File: config.mk
export PLATFORM = sky130hd
export DESIGN_NAME = pdo_override
export DESIGN_NICKNAME = d
export VERILOG_FILES = /design/src/hdl/pdo_pkg.sv /design/src/hdl/pdo_override.sv
export SDC_FILE = /design/constraint.sdc
export NUM_CORES = 1
export LEC_CHECK = 0
export ABC_AREA = 1
export ABC_CLOCK_PERIOD_IN_PS = 2500
export BUFFER_PORTS_ARGS = -buffer_cell sky130_fd_sc_hd__buf_2
export CAP_MARGIN = 20
export CORE_MARGIN = 5
export CORE_UTILIZATION = 42
export CTS_CLUSTER_SIZE = 40
export DETAILED_ROUTE_END_ITERATION = 10
export PLACE_DENSITY = 0.86
export SETUP_SLACK_MARGIN = 0.05
export SLEW_MARGIN = 10
export SYNTH_ARGS = -nofsm -noshare
export SYNTH_HDL_FRONTEND = slang
export SYNTH_SLANG_ARGS = --single-unit
File: constraint.sdc
create_clock -name core_clk -period 2.5 [get_ports core_clk]
set_clock_uncertainty 0.2 [all_clocks]
set_input_delay 0.25 -clock core_clk [delete_from_list [all_inputs] [get_ports core_clk]]
set_output_delay 0.25 -clock core_clk [all_outputs]
set_load 0.05 [all_outputs]
File: src/hdl/pdo_pkg.sv
// Constants and carrier types for the port D alternate function override
package pdo_pkg;

    // -------------------------------------------------------------------
    // Port geometry
    // -------------------------------------------------------------------
    localparam int PORT_WIDTH = 8;
    localparam int PIN_DIVIDED_CLOCK_PIN = 1;
    localparam int PIN_MISO = 2;
    localparam int PIN_TX = 3;
    localparam int PIN_RX = 4;
    localparam int PIN_IRQ0 = 6;
    // Pin-change source number carried by pin 0; pin k maps to this plus k
    localparam int PCHG_SRC_BASE = 16;

    // -------------------------------------------------------------------
    // Reset values of the registered pad and sense outputs
    // -------------------------------------------------------------------
    localparam logic [7:0] RST_PAD_OE = 8'h00;
    localparam logic [7:0] RST_PAD_OUT = 8'h00;
    localparam logic [7:0] RST_PAD_PULLUP = 8'h00;
    localparam logic [7:0] RST_PIN_LEVEL = 8'h00;
    localparam logic RST_SENSE = 1'b0;
    // Slave select idles high so a reset SPI slave stays inactive
    localparam logic RST_SS_N = 1'b1;

    // -------------------------------------------------------------------
    // Carrier types
    // -------------------------------------------------------------------
    typedef struct packed {
        logic [7:0] direction_bit;
        logic [7:0] output_value;
        logic pullup_off;
    } pdo_port_s;

    typedef struct packed {
        logic rx_on;
        logic transmitter_on;
        logic tx_data;
        logic spi_on;
        logic spi_master;
        logic spi_pin_select;
        logic spi_clk_out;
        logic spi_mosi_out;
        logic spi_miso_out;
        logic compare_out_on;
        logic timer0_compare_a_out;
        logic timer1_compare_on;
        logic timer1_compare_a_out;
        logic external_irq_zero_on;
    } pdo_periph_s;

endpackage : pdo_pkg

File: src/hdl/pdo_override.sv
// Port D alternate function override: direction, value, pull-up and input routing
//
// What this block does
// RULE1 - Receiver enabled forces pin 4 input
// RULE2 - Forced-input pin 4 pull-up from value bit
// RULE3 - SPI slave forces clock pin 4 input
// RULE4 - SPI master: pin 4 follows direction bit
// RULE5 - SPI forced pin 4 pull-up from value
// RULE6 - Transmitter enabled forces pin 3 output
// RULE7 - Timer0 compare reaches pin 3 if direction
// RULE8 - External master drives slave select low
// RULE9 - SPI slave forces select pin 3 input unless the transmitter is enabled
// RULE10 - Data pin 3: slave input, master direction bit
// RULE11 - SPI master forces pin 2 input
// RULE12 - Slave pin 2 follows direction; pull-up kept
// RULE13 - Timer1 compare reaches pin 2 if direction
// RULE14 - Fuse drives divided clock on pin 1
// RULE15 - Divided clock continues during reset
// RULE16 - Pin 6 feeds external interrupt zero
// RULE17 - Pin 4 feeds timer1 capture input
// RULE18 - Software keeps comparator pins input, no pull-up
// RULE19 - Pins 7..0 feed pin-change sources 23..16
// RULE20 - Pin 3 value: transmit, compare, then SPI
// RULE21 - Unoverridden pins follow ordinary port bits
`timescale 1ns/1ps

module pdo_override #(
    parameter int WIDTH = pdo_pkg::PORT_WIDTH
) (
    input wire logic core_clk,
    input wire logic nrst,
    input wire pdo_pkg::pdo_port_s port_ctl,
    input wire pdo_pkg::pdo_periph_s periph,
    input wire logic clock_output_fuse,
    input wire logic divided_clock,
    input wire logic [WIDTH-1:0] digital_in_off,
    input wire logic [WIDTH-1:0] pad_in,
    output logic [WIDTH-1:0] pad_oe,
    output logic [WIDTH-1:0] pad_out,
    output logic [WIDTH-1:0] pad_pullup,
    output logic [WIDTH-1:0] pin_level,
    output logic [WIDTH-1:0] pin_change_src,
    output logic external_irq_zero,
    output logic timer1_capture_in,
    output logic serial_receive_data,
    output logic spi_clk_in,
    output logic spi_ss_n_in,
    output logic spi_mosi_in,
    output logic spi_miso_in
);

    // -------------------------------------------------------------------
    // Override conditions
    // -------------------------------------------------------------------
    logic spi_here;
    logic spi_slave;
    logic spi_mstr;
    logic [WIDTH-1:0] dir_next;
    logic [WIDTH-1:0] val_next;
    logic [WIDTH-1:0] pu_next;
    logic [WIDTH-1:0] din_on;
    logic [WIDTH-1:0] din_gated;
    logic [WIDTH-1:0] pad_oe_reg;
    logic [WIDTH-1:0] pad_out_reg;
    logic [WIDTH-1:0] pad_pullup_reg;
    logic [WIDTH-1:0] pin_level_reg;
    logic [WIDTH-1:0] pin_change_reg;
    logic irq0_reg;
    logic capture_reg;
    logic rx_data_reg;
    logic sck_in_reg;
    logic ss_n_reg;
    logic mosi_in_reg;
    logic miso_in_reg;

    // SPI only owns these pins when routed to port D
    assign spi_here = periph.spi_on & periph.spi_pin_select;
    assign spi_slave = spi_here & ~periph.spi_master;
    assign spi_mstr = spi_here & periph.spi_master;

    // -------------------------------------------------------------------
    // Next pad direction
    // -------------------------------------------------------------------
    always_comb begin
        // RULE21 default direction
        dir_next = port_ctl.direction_bit;
        // RULE1 receiver input
        // RULE3 slave clock input
        // RULE4 master clock direction
        if (periph.rx_on | spi_slave) begin
            dir_next[pdo_pkg::PIN_RX] = 1'b0;
        end
        // RULE6 transmitter output
        // RULE9 slave select input
        // RULE10 data pin direction
        if (periph.transmitter_on) begin
            dir_next[pdo_pkg::PIN_TX] = 1'b1;
        end else if (spi_slave) begin
            dir_next[pdo_pkg::PIN_TX] = 1'b0;
        end
        // RULE11 master data input
        // RULE12 slave data direction
        if (spi_mstr) begin
            dir_next[pdo_pkg::PIN_MISO] = 1'b0;
        end
        // RULE14 clock pin output
        if (clock_output_fuse) begin
            dir_next[pdo_pkg::PIN_DIVIDED_CLOCK_PIN] = 1'b1;
        end
    end

    // -------------------------------------------------------------------
    // Next pad value
    // -------------------------------------------------------------------
    always_comb begin
        // RULE21 default value
        val_next = port_ctl.output_value;
        if (spi_mstr) begin
            val_next[pdo_pkg::PIN_RX] = periph.spi_clk_out;
        end
        // RULE20 value priority
        // RULE7 timer0 compare
        if (periph.transmitter_on) begin
            val_next[pdo_pkg::PIN_TX] = periph.tx_data;
        end else if (periph.compare_out_on) begin
            val_next[pdo_pkg::PIN_TX] = periph.timer0_compare_a_out;
        end else if (spi_mstr) begin
            val_next[pdo_pkg::PIN_TX] = periph.spi_mosi_out;
        end
        // RULE13 timer1 compare
        if (periph.timer1_compare_on) begin
            val_next[pdo_pkg::PIN_MISO] = periph.timer1_compare_a_out;
        end else if (spi_slave) begin
            val_next[pdo_pkg::PIN_MISO] = periph.spi_miso_out;
        end
    end

    // -------------------------------------------------------------------
    // Pull-up and digital input gating, per pin
    // -------------------------------------------------------------------
    genvar gi;
    generate
        for (gi = 0; gi < WIDTH; gi = gi + 1) begin : g_pin
            // RULE2 forced input pull-up
            // RULE5 SPI pull-up kept
            // RULE12 forced pull-up kept
            // RULE21 default pull-up
            // Pull-up only on a pin that ends up an input, whatever forced it
            assign pu_next[gi] = ~dir_next[gi] & port_ctl.output_value[gi] & ~port_ctl.pullup_off;
            // RULE18 analog pins relieved
            // Interrupt zero, when enabled, keeps its digital input even when analog use disables it
            if (gi == pdo_pkg::PIN_IRQ0) begin : g_irq
                assign din_on[gi] = ~digital_in_off[gi] | periph.external_irq_zero_on;
            end else begin : g_plain
                assign din_on[gi] = ~digital_in_off[gi];
            end
            assign din_gated[gi] = pad_in[gi] & din_on[gi];
        end
    endgenerate

    // -------------------------------------------------------------------
    // Pad drive registers
    // -------------------------------------------------------------------
    always_ff @(posedge core_clk or negedge nrst) begin
        if (!nrst) begin
            pad_oe_reg <= pdo_pkg::RST_PAD_OE;
        end else begin
            pad_oe_reg <= dir_next;
        end
    end

    always_ff @(posedge core_clk or negedge nrst) begin
        if (!nrst) begin
            pad_out_reg <= pdo_pkg::RST_PAD_OUT;
        end else begin
            pad_out_reg <= val_next;
        end
    end

    always_ff @(posedge core_clk or negedge nrst) begin
        if (!nrst) begin
            pad_pullup_reg <= pdo_pkg::RST_PAD_PULLUP;
        end else begin
            pad_pullup_reg <= pu_next;
        end
    end

    // -------------------------------------------------------------------
    // Input routing to peripherals
    // -------------------------------------------------------------------
    always_ff @(posedge core_clk or negedge nrst) begin
        if (!nrst) begin
            pin_level_reg <= pdo_pkg::RST_PIN_LEVEL;
            pin_change_reg <= pdo_pkg::RST_PIN_LEVEL;
        end else begin
            pin_level_reg <= din_gated;
            // RULE19 pin-change sources
            pin_change_reg <= din_gated;
        end
    end

    always_ff @(posedge core_clk or negedge nrst) begin
        if (!nrst) begin
            irq0_reg <= pdo_pkg::RST_SENSE;
            capture_reg <= pdo_pkg::RST_SENSE;
            rx_data_reg <= pdo_pkg::RST_SENSE;
        end else begin
            // RULE16 interrupt zero source
            irq0_reg <= din_gated[pdo_pkg::PIN_IRQ0];
            // RULE17 capture source
            capture_reg <= din_gated[pdo_pkg::PIN_RX];
            rx_data_reg <= din_gated[pdo_pkg::PIN_RX];
        end
    end

    always_ff @(posedge core_clk or negedge nrst) begin
        if (!nrst) begin
            sck_in_reg <= pdo_pkg::RST_SENSE;
            ss_n_reg <= pdo_pkg::RST_SS_N;
            mosi_in_reg <= pdo_pkg::RST_SENSE;
            miso_in_reg <= pdo_pkg::RST_SENSE;
        end else begin
            sck_in_reg <= din_gated[pdo_pkg::PIN_RX];
            // RULE8 select from master
            // Unrouted SPI sees select high so it never wakes on stray levels
            ss_n_reg <= spi_here ? din_gated[pdo_pkg::PIN_TX] : 1'b1;
            mosi_in_reg <= din_gated[pdo_pkg::PIN_TX];
            miso_in_reg <= din_gated[pdo_pkg::PIN_MISO];
        end
    end

    // -------------------------------------------------------------------
    // Outputs
    // -------------------------------------------------------------------
    // RULE15 clock through reset
    // Clock pin bypasses the reset flops so the fuse keeps it running in reset
    assign pad_oe = clock_output_fuse ? (pad_oe_reg | {{(WIDTH-2){1'b0}}, 1'b1, 1'b0}) : pad_oe_reg;
    // RULE14 divided clock value
    assign pad_out = clock_output_fuse
        ? {pad_out_reg[WIDTH-1:2], divided_clock, pad_out_reg[0]} : pad_out_reg;
    assign pad_pullup = pad_pullup_reg;
    assign pin_level = pin_level_reg;
    assign pin_change_src = pin_change_reg;
    assign external_irq_zero = irq0_reg;
    assign timer1_capture_in = capture_reg;
    assign serial_receive_data = rx_data_reg;
    assign spi_clk_in = sck_in_reg;
    assign spi_ss_n_in = ss_n_reg;
    assign spi_mosi_in = mosi_in_reg;
    assign spi_miso_in = miso_in_reg;

    // -------------------------------------------------------------------
    // Assertions
    // -------------------------------------------------------------------
    property p_rx_input;
        @(posedge core_clk) disable iff (!nrst)
        periph.rx_on |=> !pad_oe[4];
    endproperty
    a_rx_input: assert property (p_rx_input) else $error("receiver did not force pin 4 input"); // RULE1

    property p_rx_pullup;
        @(posedge core_clk) disable iff (!nrst)
        (periph.rx_on && port_ctl.output_value[4] && !port_ctl.pullup_off) |=> pad_pullup[4];
    endproperty
    a_rx_pullup: assert property (p_rx_pullup) else $error("pin 4 pull-up missing under receiver"); // RULE2

    property p_slave_clk;
        @(posedge core_clk) disable iff (!nrst)
        // Transmitter keeps pin 3 an output even in slave role
        spi_slave |=> (!pad_oe[4] && (!pad_oe[3] || $past(periph.transmitter_on)));
    endproperty
    a_slave_clk: assert property (p_slave_clk) else $error("slave did not force pins 4 and 3 input"); // RULE3

    property p_master_clk;
        @(posedge core_clk) disable iff (!nrst)
        (spi_mstr && !periph.rx_on) |=> (pad_oe[4] == $past(port_ctl.direction_bit[4]));
    endproperty
    a_master_clk: assert property (p_master_clk) else $error("master clock pin ignored direction bit"); // RULE4

    property p_tx_output;
        @(posedge core_clk) disable iff (!nrst)
        periph.transmitter_on |=> (pad_oe[3] && pad_out[3] == $past(periph.tx_data) && !pad_pullup[3]);
    endproperty
    a_tx_output: assert property (p_tx_output) else $error("transmitter did not drive pin 3"); // RULE6

    property p_oc0_value;
        @(posedge core_clk) disable iff (!nrst)
        (!periph.transmitter_on && periph.compare_out_on) |=> (pad_out[3] == $past(periph.timer0_compare_a_out));
    endproperty
    a_oc0_value: assert property (p_oc0_value) else $error("pin 3 value priority wrong"); // RULE20

    property p_master_miso;
        @(posedge core_clk) disable iff (!nrst)
        spi_mstr |=> (!pad_oe[2] && pad_pullup[2] == $past(port_ctl.output_value[2] && !port_ctl.pullup_off));
    endproperty
    a_master_miso: assert property (p_master_miso) else $error("master did not force pin 2 input"); // RULE11

    property p_oc1_value;
        @(posedge core_clk) disable iff (!nrst)
        periph.timer1_compare_on ##1 (pad_oe[2] && periph.timer1_compare_on) |-> pad_out[2] == $past(periph.timer1_compare_a_out);
    endproperty
    a_oc1_value: assert property (p_oc1_value) else $error("timer1 compare not on pin 2"); // RULE13

    property p_clk_out;
        @(posedge core_clk)
        clock_output_fuse |-> (pad_oe[1] && pad_out[1] == divided_clock);
    endproperty
    a_clk_out: assert property (p_clk_out) else $error("divided clock absent on pin 1"); // RULE15

    property p_pin_change;
        @(posedge core_clk) disable iff (!nrst)
        nrst |=> (pin_change_src == $past(din_gated) && external_irq_zero == $past(din_gated[6]));
    endproperty
    a_pin_change: assert property (p_pin_change) else $error("pin-change or interrupt source mismatch"); // RULE19

    property p_default;
        @(posedge core_clk) disable iff (!nrst)
        nrst |=> (pad_oe[0] == $past(port_ctl.direction_bit[0]) && pad_out[7:5] == $past(port_ctl.output_value[7:5]));
    endproperty
    a_default: assert property (p_default) else $error("plain pin did not follow port bits"); // RULE21

    property p_slave_miso;
        @(posedge core_clk) disable iff (!nrst)
        spi_slave |=> (pad_oe[2] == $past(port_ctl.direction_bit[2]));
    endproperty
    a_slave_miso: assert property (p_slave_miso) else $error("slave data pin ignored direction bit"); // RULE12

    property p_master_mosi;
        @(posedge core_clk) disable iff (!nrst)
        (spi_mstr && !periph.transmitter_on) |=> (pad_oe[3] == $past(port_ctl.direction_bit[3]));
    endproperty
    a_master_mosi: assert property (p_master_mosi) else $error("master data pin ignored direction bit"); // RULE10

    property p_slave_pullup;
        @(posedge core_clk) disable iff (!nrst)
        (spi_slave && port_ctl.output_value[4] && !port_ctl.pullup_off) |=> pad_pullup[4];
    endproperty
    a_slave_pullup: assert property (p_slave_pullup) else $error("pin 4 pull-up missing under slave"); // RULE5

    property p_capture;
        @(posedge core_clk) disable iff (!nrst)
        nrst |=> (timer1_capture_in == $past(din_gated[4]) && serial_receive_data == $past(din_gated[4]));
    endproperty
    a_capture: assert property (p_capture) else $error("pin 4 not routed to capture or receiver"); // RULE17

    property p_select;
        @(posedge core_clk) disable iff (!nrst)
        (nrst && spi_slave) |=> (spi_ss_n_in == $past(din_gated[3]));
    endproperty
    a_select: assert property (p_select) else $error("slave select not taken from pin 3"); // RULE8

endmodule // pdo_override

Word level (Yosys, flattened, before mapping):

Index checks and enable logic that the tools add are counted.
Widths: inputs -> output; s select.

* flip-flop bits (word level): 37
* bits of input ports: 51
* output and inout port bits: 47
* word-level logic and storage cells: 70

* multiplexer cells: 14
* bitwise operators: 47

Operators by type and width (number)
* $and 1x1->1: 27
* $not 1->1: 18
* $mux 1: 12
* $mux 2: 2
* $or 1x1->1: 2

Depth between registers and ports, before layout:

* depth after elaboration: 7
* mapped depth: 5
* gate-level depth less buffers: 5

Worst setup path before layout:

OpenSTA, ideal clock, no wires.

* path type: reg2out
* start: reg pin_change_reg[4], in the netlist pin_change_src[4]
* end: out pin_change_src[4]
* arrival time: 0.941 ns
* data required time: 2.050 ns
* slack: 1.109 ns
* stages on the path, launching flop included: 2
* buffers on the path: 1
* cell sequence: dfrtp_1 -> buf_4

RTL lines
* from (decl): RTL line pdo_override.sv:67 `logic [WIDTH-1:0] pin_change_reg;`
* from (signal assigned): RTL line pdo_override.sv:194 `pin_change_reg <= pdo_pkg::RST_PIN_LEVEL;`
* from (signal assigned): RTL line pdo_override.sv:198 `pin_change_reg <= din_gated;`
* to (decl): RTL line pdo_override.sv:42 `output logic [WIDTH-1:0] pin_change_src,`

No word-level cell between the ends.

Final worst setup path:

* start: in periph[10] (netlist name)
* end: reg pad_out_reg[2]

* word-level cells in the longest chain between the ends: 4

Ends and longest elaborated chain
* from (decl): RTL line pdo_override.sv:33 `input wire pdo_pkg::pdo_periph_s periph,`
* $and 1x1->1: RTL line pdo_override.sv:77 `assign spi_here = periph.spi_on & periph.spi_pin_select;`
* $and 1x1->1: RTL line pdo_override.sv:78 `assign spi_slave = spi_here & ~periph.spi_master;`
* $mux 1: RTL line pdo_override.sv:133 `end else if (spi_slave) begin`
* $mux 1: RTL line pdo_override.sv:131 `if (periph.timer1_compare_on) begin`
* net val_next[2]: RTL line pdo_override.sv:59 `logic [WIDTH-1:0] val_next;`
* to (signal assigned): RTL line pdo_override.sv:174 `pad_out_reg <= pdo_pkg::RST_PAD_OUT;`
* to (signal assigned): RTL line pdo_override.sv:176 `pad_out_reg <= val_next;`
* to (decl): RTL line pdo_override.sv:64 `logic [WIDTH-1:0] pad_out_reg;`

The timed path passes the listed nets, and every way through them passes these cells.

==> reports/results.tsv <==
metric	value	unit
P&R area growth vs syn	61.1	%
maximum frequency from static timing analysis	547	MHz
Final setup viols	0	
combinational share of power	0.277	
sum of routed wire length over all layers	3480	um
worst-path maximum fanout	4	
Horiz. Die Dim	66.3	um
class of the most critical hold timing path	input port to register	
largest family of logic cells by synthesized area	buffers and inverters	
final weighted congestion in routability-driven placement	0.662	
Resized cells post-CTS	0	
power density cells	555	nW/um2
post-route DRC violation count	0	
sequential-to-total area share from yosys stat	0.622	
post-placement setup slack	1.18	ns
cell count after synthesis	118	
leak pwr	0.00120	uW
Arr. time, crit path	1.83	ns
Clock Tree Root	clkbuf_4	
clock tree from TritonCTS	built	
Antenna Cells	0	
Psw	382	uW
measured slew at the worst slew-check pin	0.721	ns
final number of max-transition violations	0	
Detailed Route Iter0 Violations	40	
H-tree Lvls	2	
total vias in the final route	1173	
fraction of layout cells with a size suffix above 1	0.470	
Overall Power	1190	uW
TNS Setup	0	ns
post-synthesis adder-cell area fraction	0	
worst slew margin relative to its limit	0.519	
internal power contribution	807	uW
Max IR drop VDD	0.284	mV
HPWL after detailed placement	2240	um
Worst-path clk slew	0.09	ns
share of the synthesized netlist area taken by xor and xnor gates	0	
clock share of power	0.243	
worst setup path class	input port to register	
number of distinct standard cells referenced by the synthesized netlist	21	
number of antenna violations at the first check in global routing	0	
synthesized-area fraction occupied by and/or/nand/nor cells	0.127	
number of global-route vias before repair	1227	
setup repair after global routing missed its margin	false	
Min Clock Period, post-route	1.83	ns
CP Data Required Time	2.50	ns
Seq cells post-synth	33	
number of buffers created by CTS	5	
Worst setup SP type	input port	
area enclosed by the die boundary	4390	um2
share of the synthesized area in compound gates (AO/OA/AOI/OAI)	0.0367	
number of buffers inserted by post-CTS setup repair	0	
outcome	completed	
total iterations of the first detailed-routing run	4	
post-synthesis area per instance	11.3	um2
number of placement rows	20	
Starting Density	0.436	
global routing usage summed across all routing layers	0.168	
Routed Antenna Nets	0	
total of warnings raised by yosys	0	
sequential share of power	0.480	
ratio of final minimum period to clock period	0.732	
synthesized cell area	1330	um2
mux contribution to synthesized area	0.00847	
critical path endpoint category	register	
buffers from clock root to sink, at most	2	
fraction of power spent switching nets	0.321	
total congestion overflow after global routing	0	
number of maximum-capacitance violations	0	
Num Clock Sinks	33	
maximum number of pins on one net before global-route repair	34	
nets	287	
number of ports placed on the die boundary	98	
core area	3050	um2
hold violation total from the final report	0	
CTS Hold Bufs	43	
post-synth net total	169	
drt via density	4.19	
die boundary height	66.3	um
average routed wire per standard cell	12.4	um
# port buffers	97	
post-route worst setup slack	0.671	ns
global-route wire length before repair	5490	um
layout make-up:
cell class	instances	area [um2]
inverter	16	60.1
sequential	33	827
fill	248	911
multi-input combinational	40	229
timing repair buffer	140	916
tap	44	55.1
clock buffer	7	55.1
critical path, stage by stage:
cell and delay [ns]:
dlygate4sd3_1 0.51, buf_2 0.14, nand3_2 0.12, o21ai_0 0.17
o21ai_1 0.08, dlygate4sd3_1 0.56
logic make-up after synthesis:
kind of cell,Yosys count
buf+inv,45
flops,33
simple gates,31
compound gates,8
mux,1
path summary, 6_finish.rpt:
kind,start,to,slack [ns],depth (start not counted)
worst max-delay path,periph[10],pad_out_reg[2],0.67,6
worst min-delay path,periph[4],pad_out_reg[3],0.02,4
max in group asynchronous,nrst,pad_pullup[7],1.27,2
min in group asynchronous,nrst,pad_oe_reg[4],0.36,2
metrics by stage:
stage,std cells,hold slack [ns],cell area [um2],util
6_report,280,0.0186,2140,0.702
3_3_place_gp,230,0.142,1660,0.543
3_5_place_dp,230,0.134,1660,0.543
4_1_cts,280,0.000448,2140,0.702
2_1_floorplan,118,-0.246,1330,-
5_1_grt,280,0.0162,2140,0.702
synthesized netlist by cell type, drive strengths merged:
master / n / area share
inv: 16 / 0.045
nand4: 1 / 0.0047
nand2: 8 / 0.023
a21boi: 1 / 0.0056
dfrtp: 32 / 0.60
buf: 28 / 0.16
or2: 2 / 0.0094
nor3: 2 / 0.015
nor2: 10 / 0.028
o21ai: 4 / 0.015
mux2: 1 / 0.0085
nand3: 3 / 0.019
dfstp: 1 / 0.020
o211ai: 1 / 0.0056
a21oi: 2 / 0.010
nor3b: 5 / 0.028
clkbuf: 1 / 0.0028
cell usage in the layout (no fill, tap or decap), drive strengths merged:
cell type and n:
a21boi 1, a21oi 2, buf 97, clkbuf 7
dfrtp 32, dfstp 1, dlygate4sd3 43, inv 16
mux2 1, nand2 8, nand3 3, nand4 1
nor2 10, nor3 2, nor3b 5, o211ai 1
o21ai 4, or2 2
layer usage:
layer | track usage | part of all wire | vias to the layer above | routed length, um
met1 | 0.169 | 0.36 | 530 | 1260
met5 | 0 | 0 | - | 0
met2 | 0.316 | 0.51 | 65 | 1780
met3 | 0.0544 | 0.12 | 7 | 402
li1 | - | - | 571 | -
met4 | 0.0609 | 0.011 | 0 | 38
power by group through the flow:
| stage | Clock, uW | Combinational (uW) | Sequential (uW) |
|---|---|---|---|
| final | 289 | 329 | 570 |
| after floorplan | 0 | 168 | 626 |
| after CTS | 298 | 328 | 570 |
| after global placement | 0 | 273 | 579 |
| after detailed placement | 0 | 276 | 580 |
| after global routing | 336 | 350 | 573 |
No activity file was read; power rests on OpenSTA's default activity.
